## src/core/dtc_cfg.svh

```systemverilog
// register offsets, field positions, reset values and timing counts of the dual timer block
`ifndef DTC_CFG_SVH
`define DTC_CFG_SVH

// ----------------------------------------------------------------
// byte addresses on the register bus
// ----------------------------------------------------------------
`define DTC_CTRL_OFS   8'h88
`define DTC_MODE_OFS   8'h8C
`define DTC_CLO0_OFS   8'h90
`define DTC_CHI0_OFS   8'h94
`define DTC_CLO1_OFS   8'h98
`define DTC_CHI1_OFS   8'h9C
`define DTC_ISTAT_OFS  8'hA0
`define DTC_ICLR_OFS   8'hA4
`define DTC_IEN_OFS    8'hA8

// ----------------------------------------------------------------
// timer control register bit positions
// ----------------------------------------------------------------
`define DTC_IT0_BIT  0
`define DTC_IE0_BIT  1
`define DTC_IT1_BIT  2
`define DTC_IE1_BIT  3
`define DTC_RUN0_BIT 4
`define DTC_OVF0_BIT 5
`define DTC_RUN1_BIT 6
`define DTC_OVF1_BIT 7

// ----------------------------------------------------------------
// timer mode register fields
// ----------------------------------------------------------------
`define DTC_M0_LSB   0
`define DTC_CT0_BIT  2
`define DTC_GT0_BIT  3
`define DTC_M1_LSB   4
`define DTC_CT1_BIT  6
`define DTC_GT1_BIT  7

// ----------------------------------------------------------------
// interrupt status layout, reset values, machine cycle divider
// ----------------------------------------------------------------
`define DTC_IRQ_OVF0 0
`define DTC_IRQ_IE0  1
`define DTC_IRQ_OVF1 2
`define DTC_IRQ_IE1  3
`define DTC_REG_RST  8'h00
`define DTC_MC_DIV   4'hC

`endif

```

## src/core/dtc_pkg.sv

```systemverilog
// types shared by the dual timer block
package dtc_pkg;

  // operating mode of a timer, value of its two-bit mode field
  typedef enum logic [1:0] {
    DTC_M13    = 2'b00,
    DTC_M16    = 2'b01,
    DTC_M8R    = 2'b10,
    DTC_MSPLIT = 2'b11
  } dtc_mode_t;

endpackage

```

## src/core/dtc_timer.sv

```systemverilog
// two timer/counters with shared control register behind an avalon-mm slave
//Contract
// mode 0 counts 13 bits: high byte plus low five bits of low byte.
// count wrapping from all ones to zero sets that timer's overflow flag.
// timer advances only when run set and gate clear or ext pin high.
// setting the run bit leaves both count bytes untouched.
// gate bits sit at mode register bit 7 (timer 1) and bit 3 (timer 0).
// timer 1 mode 0 uses its own run, flag, bytes and pin.
// mode 1 is mode 0 with the full 16-bit count.
// mode 2 low byte counts; overflow sets flag, reloads from high byte.
// timer 1 in mode 3 holds its count as if run were cleared.
// timer 0 mode 3 low byte uses timer 0 select, gate, run, pin, flag.
// timer 0 mode 3 high byte counts machine cycles with timer 1 run and flag.
// with timer 0 split, timer 1 still runs as baud source without interrupts.
// control bits 0 and 2 choose edge or low level external interrupts.
// control bits 1 and 3 set on external edge, cleared when serviced.
// control bits 4 and 6 are software run bits of timers 0 and 1.
// control bits 5 and 7 are overflow flags, cleared on vectoring.
// two-bit mode field per timer selects modes 0 to 3 in order.
// select bit chooses machine cycles or external count input transitions.
`timescale 1ns/1ns
`include "dtc_cfg.svh"

module dtc_timer
  import dtc_pkg::*;
(
  input  wire logic        clk,
  input  wire logic        sys_rst,
  input  wire logic [7:0]  address,
  input  wire logic        read,
  input  wire logic        write,
  input  wire logic [31:0] writedata,
  input  wire logic [3:0]  byteenable,
  output logic [31:0]      readdata,
  output logic             waitrequest,
  input  wire logic        extIrqPinZero,
  input  wire logic        extIrqPinOne,
  input  wire logic        cntInZero,
  input  wire logic        cntInOne,
  input  wire logic        ackTimer0,
  input  wire logic        ackTimer1,
  input  wire logic        ackExt0,
  input  wire logic        ackExt1,
  output logic             irq,
  output logic             baudTick
);

  // ----------------------------------------------------------------
  // state
  // ----------------------------------------------------------------
  logic [7:0]  timerControlReg_q;
  logic [7:0]  timerModeReg_q;
  logic [7:0]  countLowT0_q, countHighT0_q, countLowT1_q, countHighT1_q;
  logic [7:0]  countLowT0_d, countHighT0_d, countLowT1_d, countHighT1_d;
  logic [3:0]  irqStat_q, irqEn_q;
  logic [3:0]  mcCnt_q;
  logic        mcTick;
  logic        waitReq_q;
  logic [31:0] rdData_q;
  logic        irq_q, baud_q;
  logic        cnt0Prev_q, cnt1Prev_q, ext0Prev_q, ext1Prev_q;
  logic        ovf0, ovfHi, ovf1;
  logic        ev0, ev1, evHi;
  logic        ext0Set, ext1Set;
  logic        busWr;
  logic [7:0]  wByte;
  dtc_mode_t   mode0, mode1;

  // decoded mode fields and the qualified bus write; a write with byte
  // lane 0 disabled is dropped, since every register sits in that lane
  assign mode0 = dtc_mode_t'(timerModeReg_q[`DTC_M0_LSB +: 2]);
  assign mode1 = dtc_mode_t'(timerModeReg_q[`DTC_M1_LSB +: 2]);
  assign busWr = write & ~waitReq_q & byteenable[0];
  assign wByte = writedata[7:0];

  // ----------------------------------------------------------------
  // machine cycle divider
  // ----------------------------------------------------------------
  // one-cycle enable every DTC_MC_DIV clocks; all counting runs on it
  // the divider runs free, so the first tick after reset is a full cycle away
  always_ff @(posedge clk) begin
    if (sys_rst) begin
      mcCnt_q <= 4'h0;
    end else if (mcCnt_q == `DTC_MC_DIV - 4'h1) begin
      mcCnt_q <= 4'h0;
    end else begin
      mcCnt_q <= mcCnt_q + 4'h1;
    end
  end
  // tick fires in the last count of each machine cycle
  assign mcTick = (mcCnt_q == `DTC_MC_DIV - 4'h1);

  // ----------------------------------------------------------------
  // count events
  // ----------------------------------------------------------------
  // external count inputs are sampled once per machine cycle, so a
  // pulse narrower than one machine cycle may be missed
  always_ff @(posedge clk) begin
    if (sys_rst) begin
      cnt0Prev_q <= 1'b0;
      cnt1Prev_q <= 1'b0;
    end else if (mcTick) begin
      cnt0Prev_q <= cntInZero;
      cnt1Prev_q <= cntInOne;
    end
  end

  // gate opens the count when the pin is high, for pulse width use
  // timer 1 stops in its own mode 3; the split high byte of timer 0
  // ignores gate and select, it always counts machine cycles
  always_comb begin
    ev0 = mcTick & timerControlReg_q[`DTC_RUN0_BIT]
        & (~timerModeReg_q[`DTC_GT0_BIT] | extIrqPinZero)
        & (~timerModeReg_q[`DTC_CT0_BIT] | (cnt0Prev_q & ~cntInZero));
    ev1 = mcTick & timerControlReg_q[`DTC_RUN1_BIT]
        & (~timerModeReg_q[`DTC_GT1_BIT] | extIrqPinOne)
        & (~timerModeReg_q[`DTC_CT1_BIT] | (cnt1Prev_q & ~cntInOne))
        & (mode1 != DTC_MSPLIT);
    evHi = mcTick & timerControlReg_q[`DTC_RUN1_BIT];
  end

  // ----------------------------------------------------------------
  // timer 0 next count
  // ----------------------------------------------------------------
  // bus writes to a count byte win over counting in the same cycle
  always_comb begin
    countLowT0_d  = countLowT0_q;
    countHighT0_d = countHighT0_q;
    ovf0          = 1'b0;
    ovfHi         = 1'b0;
    case (mode0)
      DTC_M13: begin
        if (ev0) begin
          // upper three low bits are left as they are, meaningless
          {countHighT0_d, countLowT0_d[4:0]} = {countHighT0_q, countLowT0_q[4:0]} + 13'h0001;
          ovf0 = &{countHighT0_q, countLowT0_q[4:0]};
        end
      end
      DTC_M16: begin
        if (ev0) begin
          {countHighT0_d, countLowT0_d} = {countHighT0_q, countLowT0_q} + 16'h0001;
          ovf0 = &{countHighT0_q, countLowT0_q};
        end
      end
      DTC_M8R: begin
        if (ev0) begin
          countLowT0_d = (&countLowT0_q) ? countHighT0_q : countLowT0_q + 8'h01;
          ovf0 = &countLowT0_q;
        end
      end
      DTC_MSPLIT: begin
        // the high byte overflow is routed to the timer 1 flag
        // by the control register logic further down
        if (ev0) begin
          countLowT0_d = countLowT0_q + 8'h01;
          ovf0 = &countLowT0_q;
        end
        if (evHi) begin
          countHighT0_d = countHighT0_q + 8'h01;
          ovfHi = &countHighT0_q;
        end
      end
      default: begin
      end
    endcase
    if (busWr && address == `DTC_CLO0_OFS) begin
      countLowT0_d = wByte;
    end
    if (busWr && address == `DTC_CHI0_OFS) begin
      countHighT0_d = wByte;
    end
  end

  // ----------------------------------------------------------------
  // timer 1 next count
  // ----------------------------------------------------------------
  // no split mode here: mode 3 simply holds the count
  always_comb begin
    countLowT1_d  = countLowT1_q;
    countHighT1_d = countHighT1_q;
    ovf1          = 1'b0;
    case (mode1)
      DTC_M13: begin
        if (ev1) begin
          {countHighT1_d, countLowT1_d[4:0]} = {countHighT1_q, countLowT1_q[4:0]} + 13'h0001;
          ovf1 = &{countHighT1_q, countLowT1_q[4:0]};
        end
      end
      DTC_M16: begin
        if (ev1) begin
          {countHighT1_d, countLowT1_d} = {countHighT1_q, countLowT1_q} + 16'h0001;
          ovf1 = &{countHighT1_q, countLowT1_q};
        end
      end
      DTC_M8R: begin
        if (ev1) begin
          countLowT1_d = (&countLowT1_q) ? countHighT1_q : countLowT1_q + 8'h01;
          ovf1 = &countLowT1_q;
        end
      end
      default: begin
        // mode 3 holds the count
      end
    endcase
    if (busWr && address == `DTC_CLO1_OFS) begin
      countLowT1_d = wByte;
    end
    if (busWr && address == `DTC_CHI1_OFS) begin
      countHighT1_d = wByte;
    end
  end

  // ----------------------------------------------------------------
  // count registers
  // ----------------------------------------------------------------
  // writing the run bit touches none of these
  // a plain register stage; all next-state logic lives above
  always_ff @(posedge clk) begin
    if (sys_rst) begin
      countLowT0_q  <= `DTC_REG_RST;
      countHighT0_q <= `DTC_REG_RST;
      countLowT1_q  <= `DTC_REG_RST;
      countHighT1_q <= `DTC_REG_RST;
    end else begin
      countLowT0_q  <= countLowT0_d;
      countHighT0_q <= countHighT0_d;
      countLowT1_q  <= countLowT1_d;
      countHighT1_q <= countHighT1_d;
    end
  end

  // ----------------------------------------------------------------
  // external interrupt detection
  // ----------------------------------------------------------------
  // previous levels start high, the idle level of the pins, so the
  // release of reset never looks like a falling edge
  always_ff @(posedge clk) begin
    if (sys_rst) begin
      ext0Prev_q <= 1'b1;
      ext1Prev_q <= 1'b1;
    end else begin
      ext0Prev_q <= extIrqPinZero;
      ext1Prev_q <= extIrqPinOne;
    end
  end
  // type bit set: falling edge; clear: pin low requests
  // a level request re-sets its flag every clock while the pin stays low
  assign ext0Set = timerControlReg_q[`DTC_IT0_BIT] ? (ext0Prev_q & ~extIrqPinZero) : ~extIrqPinZero;
  assign ext1Set = timerControlReg_q[`DTC_IT1_BIT] ? (ext1Prev_q & ~extIrqPinOne) : ~extIrqPinOne;

  // ----------------------------------------------------------------
  // control and mode registers
  // ----------------------------------------------------------------
  // hardware set beats software write and service acknowledge
  // later assignments win, so the set lines come last on purpose
  always_ff @(posedge clk) begin
    if (sys_rst) begin
      timerControlReg_q <= `DTC_REG_RST;
    end else begin
      if (busWr && address == `DTC_CTRL_OFS) begin
        timerControlReg_q <= wByte;
      end
      if (ackTimer0) begin
        timerControlReg_q[`DTC_OVF0_BIT] <= 1'b0;
      end
      if (ackTimer1) begin
        timerControlReg_q[`DTC_OVF1_BIT] <= 1'b0;
      end
      if (ackExt0) begin
        timerControlReg_q[`DTC_IE0_BIT] <= 1'b0;
      end
      if (ackExt1) begin
        timerControlReg_q[`DTC_IE1_BIT] <= 1'b0;
      end
      if (ovf0) begin
        timerControlReg_q[`DTC_OVF0_BIT] <= 1'b1;
      end
      // split timer 0 high byte owns the timer 1 flag
      if (ovfHi || (ovf1 && mode0 != DTC_MSPLIT)) begin
        timerControlReg_q[`DTC_OVF1_BIT] <= 1'b1;
      end
      if (ext0Set) begin
        timerControlReg_q[`DTC_IE0_BIT] <= 1'b1;
      end
      if (ext1Set) begin
        timerControlReg_q[`DTC_IE1_BIT] <= 1'b1;
      end
    end
  end

  // mode register is written only by software
  always_ff @(posedge clk) begin
    if (sys_rst) begin
      timerModeReg_q <= `DTC_REG_RST;
    end else if (busWr && address == `DTC_MODE_OFS) begin
      timerModeReg_q <= wByte;
    end
  end

  // ----------------------------------------------------------------
  // interrupt status, enable and output
  // ----------------------------------------------------------------
  // a new event in the clearing cycle stays set
  // bit order: timer 0 overflow, ext 0, timer 1 overflow, ext 1
  always_ff @(posedge clk) begin
    if (sys_rst) begin
      irqStat_q <= 4'h0;
    end else begin
      irqStat_q <= (irqStat_q & ~((busWr && address == `DTC_ICLR_OFS) ? wByte[3:0] : 4'h0))
                 | {ext1Set, ovfHi | (ovf1 & (mode0 != DTC_MSPLIT)), ext0Set, ovf0};
    end
  end

  // enable register: only the four low bits exist
  always_ff @(posedge clk) begin
    if (sys_rst) begin
      irqEn_q <= 4'h0;
    end else if (busWr && address == `DTC_IEN_OFS) begin
      irqEn_q <= wByte[3:0];
    end
  end

  // timer 1 overflow always feeds the baud tick, even when its flag is not set
  always_ff @(posedge clk) begin
    if (sys_rst) begin
      irq_q  <= 1'b0;
      baud_q <= 1'b0;
    end else begin
      irq_q  <= |(irqStat_q & irqEn_q);
      baud_q <= ovf1;
    end
  end

  // ----------------------------------------------------------------
  // avalon-mm slave
  // ----------------------------------------------------------------
  // one wait state on every access keeps read data registered
  // at the cost of one extra cycle per access
  always_ff @(posedge clk) begin
    if (sys_rst) begin
      waitReq_q <= 1'b1;
    end else begin
      waitReq_q <= ~((read | write) & waitReq_q);
    end
  end

  // unmapped and write-only offsets read as zero
  always_ff @(posedge clk) begin
    if (sys_rst) begin
      rdData_q <= 32'h0000_0000;
    end else if (read && waitReq_q) begin
      case (address)
        `DTC_CTRL_OFS:  rdData_q <= {24'h00_0000, timerControlReg_q};
        `DTC_MODE_OFS:  rdData_q <= {24'h00_0000, timerModeReg_q};
        `DTC_CLO0_OFS:  rdData_q <= {24'h00_0000, countLowT0_q};
        `DTC_CHI0_OFS:  rdData_q <= {24'h00_0000, countHighT0_q};
        `DTC_CLO1_OFS:  rdData_q <= {24'h00_0000, countLowT1_q};
        `DTC_CHI1_OFS:  rdData_q <= {24'h00_0000, countHighT1_q};
        `DTC_ISTAT_OFS: rdData_q <= {28'h000_0000, irqStat_q};
        `DTC_IEN_OFS:   rdData_q <= {28'h000_0000, irqEn_q};
        default:        rdData_q <= 32'h0000_0000;
      endcase
    end
  end

  // outputs are driven straight from their registers
  assign readdata    = rdData_q;
  assign waitrequest = waitReq_q;
  assign irq         = irq_q;
  assign baudTick    = baud_q;

endmodule

```

## config.mk

```make
export PLATFORM = sky130hd
export DESIGN_NAME = dtc_timer
export DESIGN_NICKNAME = d
export VERILOG_FILES = /design/src/core/dtc_pkg.sv /design/src/core/dtc_timer.sv
export VERILOG_INCLUDE_DIRS = /design/src /design/src/core
export SDC_FILE = /design/constraint.sdc
export NUM_CORES = 1
export LEC_CHECK = 0
export ABC_AREA = 1
export BUFFER_PORTS_ARGS = -buffer_cell sky130_fd_sc_hd__buf_2
export CORE_UTILIZATION = 58
export CTS_BUF_LIST = sky130_fd_sc_hd__clkbuf_16
export DETAILED_ROUTE_END_ITERATION = 8
export HOLD_SLACK_MARGIN = 0.1
export PLACE_DENSITY_LB_ADDON = 0.05
export SYNTH_ARGS = -nofsm -noshare
export SYNTH_HDL_FRONTEND = slang
export SYNTH_SLANG_ARGS = --single-unit
```

## constraint.sdc

```tcl
create_clock -name clk -period 2.25 [get_ports clk]
set_input_delay 0.45 -clock clk [delete_from_list [all_inputs] [get_ports clk]]
set_output_delay 0.45 -clock clk [all_outputs]
set_load 0.02 [all_outputs]
```

Word level (Yosys, flattened, before mapping):

Index checks and enable logic that the tools add are counted.

* bits in registers: 99
* input port bits: 56
* output and inout bits: 35

* add/sub/neg operators: 8
* eq/ne operators: 29
* mux-type cells: 47
* bitwise operators: 35
* reductions and logical operators: 38

Operators with widths (count)
* 2-to-1 mux 8 bit: 17
* == test 8 bit, second input constant: 9
* case mux 8 bit (8 select lines): 1
* inequality test 3 bit, second input constant: 12
* adder 16 x 1 -> 16 bit, second input constant: 2
* AND reduction 16 bit: 2
* adder 13 x 1 -> 13 bit, second input constant: 2
* AND reduction 13 bit: 2
* adder 8 x 1 -> 8 bit, second input constant: 3
* case mux 8 bit (3 select lines): 1
* AND reduction 8 bit: 3
* case mux 5 bit (4 select lines): 1
* 2-to-1 mux 1 bit: 18
* nonzero test 3 bit: 6
* case mux 8 bit (2 select lines): 1
* AND reduction 4 bit: 4
* AND 1 bit: 15
* case mux 5 bit (3 select lines): 1
* nonzero test 4 bit: 3
* logical AND 1 bit: 10
* 2-to-1 mux 5 bit: 2
* NOT 1 bit: 10
* case mux 3 bit (3 select lines): 1
* AND 4 bit: 2
* 16 further kinds: 29

Longest topological paths before layout:

Gate-level depths: netlist (run 1).

* word-level depth: 10
* gate-level depth with buffers: 13
* depth with buffers taken out: 12

Worst setup path before layout (run 1):

OpenSTA, ideal clock, no wires.

* kind: register to register
* start point: register timerModeReg_q[1]
* end point: register countLowT0_q[2]
* data arrival time: 1.619 ns
* data required time: 2.135 ns
* path slack: 0.516 ns
* cell stages (with the launch flop): 12
* clock period less this slack: 1.734 ns
* cell sequence: dfxtp_1 > inv_1 > ha_1 > buf_2 > nor2_4 > inv_2 > nor2_4 > inv_2 > o211ai_2 > o21ai_1 > a21oi_1 > nor2_1

* cells in the longest elaborated chain, start to end: 3
* elaborated cells on any way between the ends: 11

Ends and longest elaborated chain
* from (decl): line dtc_timer.sv:52 `logic [7:0] timerModeReg_q;`
* from (signal assigned): line dtc_timer.sv:294 `` timerModeReg_q <= `DTC_REG_RST; ``
* from (signal assigned): line dtc_timer.sv:296 `timerModeReg_q <= wByte;`
* == test 2 x 1 -> 1 bit (tied with other cells): line dtc_timer.sv:131 `case (mode0)`
* inequality test 3 bit (no source line) or case mux 5 bit (4 select lines) (tied branches)
* AND reduction 4 bit (no source line) or 2-to-1 mux 8 bit (tied branches)
* to (signal assigned): line dtc_timer.sv:220 `` countLowT0_q <= `DTC_REG_RST; ``
* to (signal assigned): line dtc_timer.sv:225 `countLowT0_q <= countLowT0_d;`
* to (decl): line dtc_timer.sv:53 `logic [7:0] countLowT0_q, countHighT0_q, countLowT1_q, countHighT1_q;`

Several ways; a longest one is shown, not always the timed one.
A chain may end at the register's enable or synchronous reset.

Final worst setup path (run 1):

* start point: register mcCnt_q[0]
* end point: register countHighT0_q[0]

* cells in the longest elaborated chain, start to end: 6
* elaborated cells on any way between the ends: 9

Ends and longest elaborated chain
* from (decl): line dtc_timer.sv:56 `logic [3:0] mcCnt_q;`
* from (signal assigned): line dtc_timer.sv:87 `mcCnt_q <= mcCnt_q + 4'h1;`
* == test 4 bit (*): line dtc_timer.sv:91 `` assign mcTick = (mcCnt_q == `DTC_MC_DIV - 4'h1); ``
* AND 1 bit (3 in a row): line dtc_timer.sv:112 `` ev0 = mcTick & timerControlReg_q[`DTC_RUN0_BIT] ``
* inequality test 3 bit (no source line)
* AND reduction 4 bit (no source line) (*)
* to (signal assigned): line dtc_timer.sv:221 `` countHighT0_q <= `DTC_REG_RST; ``
* to (signal assigned): line dtc_timer.sv:226 `countHighT0_q <= countHighT0_d;`
* to (decl): line dtc_timer.sv:53

Every way passes the cells marked *; elsewhere a longest branch is shown, timed or not.

==> results of run 1 <==
-- through the flow --
stage                     cell area [um^2]  hold slack (ns)  utilization, %  total power, mW  std cells
after detailed placement              5830            0.446            62.8             1.59       1074
after CTS                             6150            0.322            66.2             3.11       1090
after global routing                  6150            0.330            66.3             3.19       1090
after floorplan                       5680            0.418               -             1.54        937
final                                 6150            0.327            66.3             3.10       1090
after global placement                5830            0.432            62.8             1.58       1074
-- flip-flops by register name (all words and copies together) (netlist names), 4 cells and up --
| register | count |
|---|---|
| countHighT0_q | 8 |
| countHighT1_q | 8 |
| countLowT0_q | 8 |
| countLowT1_q | 8 |
| irqEn_q | 4 |
| irqStat_q | 4 |
| mcCnt_q | 4 |
| readdata | 8 |
| timerControlReg_q | 8 |
| timerModeReg_q | 8 |
-- area by class of cell --
type,instances,area (um^2)
inverters,129,489
flip-flops and latches,75,1500
repair buffers,48,263
well taps,129,161
fillers,887,3130
multi-input cells,693,3420
clock buffers,9,225
clock inverters,7,92.6
-- logic make-up after synthesis --
| family | count (synthesis) | synth area share (%) |
|---|---|---|
| xor gates and xnor gates | 6 | 0.939 |
| buffers and inverters | 169 | 13.6 |
| other | 1 | 0.0670 |
| AOI/OAI and AO/OA | 175 | 16.8 |
| adders and majority gates | 13 | 2.91 |
| DFF | 75 | 26.8 |
| and+or+nand+nor | 475 | 38.8 |
-- synthesized netlist by cell type (all sizes together) --
cell	number	area (um^2)
a21o	2	15.0
a21oi	78	390
nand4	8	50.1
clkinv	2	12.5
o21ai	78	398
or2	1	6.26
nor3b	1	12.5
buf	31	239
conb	1	3.75
and2	1	6.26
inv	127	477
nand2	240	931
o211ai	6	60.1
o21bai	3	22.5
nand3	98	558
clkbuf	9	35.0
nor2	118	544
xor2	4	35.0
a221oi	1	8.76
ha	13	163
nand3b	4	30.0
dfxtp	75	1500
o22ai	6	37.5
xnor2	2	17.5
o2111ai	1	8.76
nor3	4	31.3
-- routing by layer --
metal / global-route usage, % / up-vias / share of wire, %
met5: 0 / - / 0
met4: 10.5 / 0 / 2.2
met3: 8.77 / 35 / 11
met2: 51.3 / 347 / 42
met1: 50.3 / 2740 / 45
li1: - / 2988 / -
-- where the power goes --
group          switching (mW)  leakage, nW  internal [mW]
combinational           0.163         2.13         0.0492
clock                   0.570        0.153          0.968
sequential             0.0103        0.607           1.34
-- repair_timing --
action | CTS | global route
gates resized for setup | 0 | 1
hold buffers | 0 | 0
setup endpoints to repair | 0 | 1
buffers inserted | 0 | 0
-- tightest hold or removal path: cells and delay by family --
| family | cells | cell delay [ns] |
|---|---|---|
| buffers and inverters | 2 | 0.13 |
| AND/OR/NAND/NOR | 1 | 0.05 |
-- worst paths after layout --
check                                            from                            end
worst max-delay path            mcCnt_q[0]$_SDFF_PP0_  countHighT0_q[0]$_SDFFE_PP0P_
worst min-delay path                    extIrqPinZero          ext0Prev_q$_SDFF_PP1_
worst max register to register  mcCnt_q[0]$_SDFF_PP0_  countHighT0_q[0]$_SDFFE_PP0P_
worst min register to register  mcCnt_q[0]$_SDFF_PP0_          mcCnt_q[0]$_SDFF_PP0_
==> flow_metrics.py, run 1 <==
metrics = {
    "clock_network": {
        "root_buffer": "clkbuf_16",
        "clkSlewWorstSetupHoldPaths_ns": 0.06,
        "clock_sinks": 75,
        "cts_inserted_buffers": 9,
        "clock_path_buffers": 2,
        "htreeDepth": 3,
        "tritoncts": "built",
        "clock_latency_ns": 0.33,
    },
    "status": {
        "status": "finished, final reports clean",
    },
    "setup_path": {
        "rrSetupSlack_ns": 0.25,
        "cp_cell_sequence": "ha_1 -> nand4_1 -> a21oi_1 -> nand2_1 -> o21ai_0 -> nand2_1 -> nor2_1 -> nor2_1",
        "path_class": "flip-flop to flip-flop",
        "startpoint_type": "flip-flop",
        "reg2reg_depth": 8,
        "cp.required_ns": 2.45,
        "worst-path-stages": 8,
        "slowest_delay_ns": 0.35,
        "cp.arrival_ns": 2.21,
        "cp-end-kind": "flip-flop",
        "critPathTopFamily": "simple AND/OR/NAND/NOR gates",
        "critical_path.max_fanout": 4,
        "cp_slowest_cell": "dfxtp_1",
        "crit_buf_inv": 0,
    },
    "floorplanning": {
        "io_pins": 91,
        "die_h_um": 100,
        "die_x_um": 100,
        "fp-row-count": 35,
        "dieArea_mm2": 0.0100,
        "design.core.area_mm2": 0.00928,
        "start_util_pct": 60.3,
    },
    "timing": {
        "worst_pin_slew_ns": 0.531,
        "finClkSkew_ns": 0.00713,
        "slew_headroom_pct": 64.2,
        "fin_crit_ns": 2.00,
        "drv_slew": 0,
        "timing.final.crit_share_pct": 89.0,
        "setup_slack_ns": 0.247,
        "hold_violations": 0,
        "fmaxAchievable_ghz": 0.499,
        "setup_viol": 0,
        "rsz0062_at_grt": "no",
        "setup_tns_ns": 0,
    },
    "yosys": {
        "synth.avg_cell_area_um2": 6.12,
        "seq_area_frac_synth_pct": 26.8,
        "syn_inst": 914,
        "yosys.cell_types.count": 42,
        "synth_area_mm2": 0.00559,
        "yosysWarnings": 0,
        "synth_seq_cells": 75,
    },
    "finish": {
        "final_common_cell": "nand2_1",
        "area.growth.synth_to_final_pct": 9.95,
        "nets": 1025,
        "antenna_cells": 0,
        "layout-drive-gt1-share_pct": 12.4,
        "layout_common_cells": "232 x nand2_1, 113 x inv_1, 103 x nor2_1",
    },
    "power_and_ir_drop": {
        "vdd_ir_drop_max_mv": 0.559,
        "p_per_area_mw_per_mm2": 504,
        "p_leak_nw": 2.89,
    },
    "route": {
        "via_per_inst": 5.61,
        "firstDrtPassIters": 5,
        "dr_total_vias": 6110,
        "drt_iter0_markers": 559,
        "wl_per_cell_um": 15.5,
        "antenna_left": 0,
        "drc": 0,
        "drt-total-wl_mm": 16.9,
    },
    "hold_path": {
        "hold_path.class": "input port to flip-flop",
        "hold_depth": 3,
    },
    "placement": {
        "gp_congestion": 1.01,
        "io_buffers": 39,
        "hpwl_mm": 12.9,
        "place_ws_ns": 0.210,
    },
    "global_routing": {
        "gr-total-overflow": 0,
        "grtUsageTotal_pct": 35.0,
        "first_global_vias": 5333,
        "grt_max_degree": 39,
        "grt_pass1_wl_mm": 27.1,
        "antenna_found_initial": 0,
    },
    "run": {
        "maxCapViolations": 0,
    },
}
No activity file was read; power rests on OpenSTA's default activity.
==> inputs of run 2 (changes only) <==
CORE_UTILIZATION = 45   (was 58)
==> flow_metrics.py, run 2 (synthesis results as in run 1) <==
metrics = {
    "status": {
        "status": "finished, final reports clean",
    },
    "clock_network": {
        "clock_path_buffers": 2,
        "post_cts_buffers": 0,
        "clock_sinks": 75,
        "tritoncts": "built",
        "ctsResizeCount": 0,
        "cts_inserted_buffers": 9,
        "clock_latency_ns": 0.35,
        "htreeDepth": 3,
        "clkSlewWorstSetupHoldPaths_ns": 0.06,
        "hold_buffers": 0,
        "root_buffer": "clkbuf_16",
    },
    "route": {
        "drt_iter0_markers": 562,
        "firstDrtPassIters": 6,
        "drc": 0,
        "dr_total_vias": 5951,
        "via_per_inst": 5.26,
        "wl_per_cell_um": 15.4,
        "drt-total-wl_mm": 17.5,
        "antenna_left": 0,
    },
    "timing": {
        "setup_viol": 0,
        "setup_tns_ns": 0,
        "fin_crit_ns": 2.07,
        "finClkSkew_ns": 0.00691,
        "worst_pin_slew_ns": 0.537,
        "drv_slew": 0,
        "fmaxAchievable_ghz": 0.484,
        "timing.final.crit_share_pct": 91.9,
        "rsz0062_at_grt": "no",
        "hold_violations": 0,
        "slew_headroom_pct": 63.8,
    },
    "placement": {
        "hpwl_mm": 13.6,
        "io_buffers": 39,
        "place_area_mm2": 0.00591,
        "gp_congestion": 0.983,
    },
    "setup_path": {
        "path_class": "flip-flop to flip-flop",
        "critical_path.max_fanout": 6,
        "cp.arrival_ns": 2.35,
        "cp-end-kind": "flip-flop",
        "cp_slowest_cell": "dfxtp_1",
        "crit_buf_inv": 1,
        "critPathTopFamily": "simple AND/OR/NAND/NOR gates",
        "regToRegStartpoint": "mcCnt_q[0]$_SDFF_PP0_",
        "slowest_delay_ns": 0.36,
        "critPathLaunch": "mcCnt_q[0]$_SDFF_PP0_",
        "startpoint_type": "flip-flop",
        "critical_path.most_common_cell": "nand2_1",
        "cp_cell_sequence": "ha_1 -> nand4_1 -> inv_2 -> nand2_1 -> o21ai_1 -> nand2_1 -> nand3b_1 -> nand2_1 -> nor2_1",
        "cp.required_ns": 2.53,
    },
    "finish": {
        "nets": 1028,
        "final.fill_count": 1304,
        "antenna_cells": 0,
        "layout-drive-gt1-share_pct": 12.4,
        "finalInstanceArea_mm2": 0.00621,
        "area.growth.synth_to_final_pct": 11.0,
        "layout_common_cells": "232 x nand2_1, 113 x inv_1, 104 x nor2_1",
        "multi_input_area_mm2": 0.00342,
        "final_common_cell": "nand2_1",
        "seq_area_mm2": 0.00150,
    },
    "global_routing": {
        "antenna_found_initial": 0,
        "grt_pass1_wl_mm": 28.0,
        "grt_max_degree": 36,
        "first_global_vias": 5343,
        "gr-total-overflow": 0,
        "grtUsageTotal_pct": 28.5,
    },
    "power_and_ir_drop": {
        "p_leak_nw": 2.90,
        "totalPowerFinal_mw": 3.04,
        "vdd_ir_drop_max_mv": 0.409,
        "p_per_area_mw_per_mm2": 489,
    },
    "floorplanning": {
        "design.core.area_mm2": 0.0121,
        "io_pins": 91,
        "die_h_um": 113,
        "fp-row-count": 40,
        "start_util_pct": 46.4,
        "die_x_um": 113,
        "dieArea_mm2": 0.0129,
    },
    "hold_path": {
        "hold_path.class": "input port to flip-flop",
        "hold_start": "extIrqPinZero",
    },
    "run": {
        "maxCapViolations": 0,
    },
}
==> run 2: worst paths after layout <==
check / endpoint / slack, ns / cells after the start
hold reg to reg: mcCnt_q[0]$_SDFF_PP0_ / 0.45 / 1
setup reg to reg: countLowT1_q[1]$_SDFFE_PP0P_ / 0.18 / 9
hold / removal: ext0Prev_q$_SDFF_PP1_ / 0.32 / 3
setup / recovery: countLowT1_q[1]$_SDFFE_PP0P_ / 0.18 / 9
==> run 2: report_power, final <==
group	switching (mW)	leakage, nW	internal [mW]	total [mW]
clock	0.614	0.145	0.858	1.47
sequential	0.0105	0.607	1.34	1.35
combinational	0.162	2.15	0.0521	0.214
total	0.787	2.90	2.25	3.04
==> run 2: layer usage <==
| metal | track usage [%] | up-vias | share of wire (%) |
|---|---|---|---|
| li1 | - | 2986 | - |
| met1 | 40.5 | 2677 | 48 |
| met2 | 43.3 | 268 | 43 |
| met3 | 5.74 | 20 | 7.8 |
| met4 | 8.42 | 0 | 1.6 |
| met5 | 0 | - | 0 |
==> run 2: cell type report <==
type,count,area share (%)
Inverter,129,7.88
Clock inverter,7,1.09
Sequential cell,75,24.2
Multi-Input combinational cell,693,55.0
Timing Repair Buffer,51,4.80
Tap cell,168,3.39
Clock buffer,9,3.63
==> run 2: tightest hold or removal path, cell delays in order <==
cell and delay (ns):
buf_2 0.07, inv_1 0.05, nand2_1 0.06
==> run 2: metrics by stage <==
step                instances  hold slack [ns]  util [%]  worst slack, ns
global route             1132            0.327      51.5           0.0688
global placement         1116            0.430      49.0            0.276
floorplan                 937            0.418         -            0.516
detailed placement       1116            0.442      49.0            0.229
CTS                      1132            0.312      51.5            0.252
finish                   1132            0.321      51.5            0.182
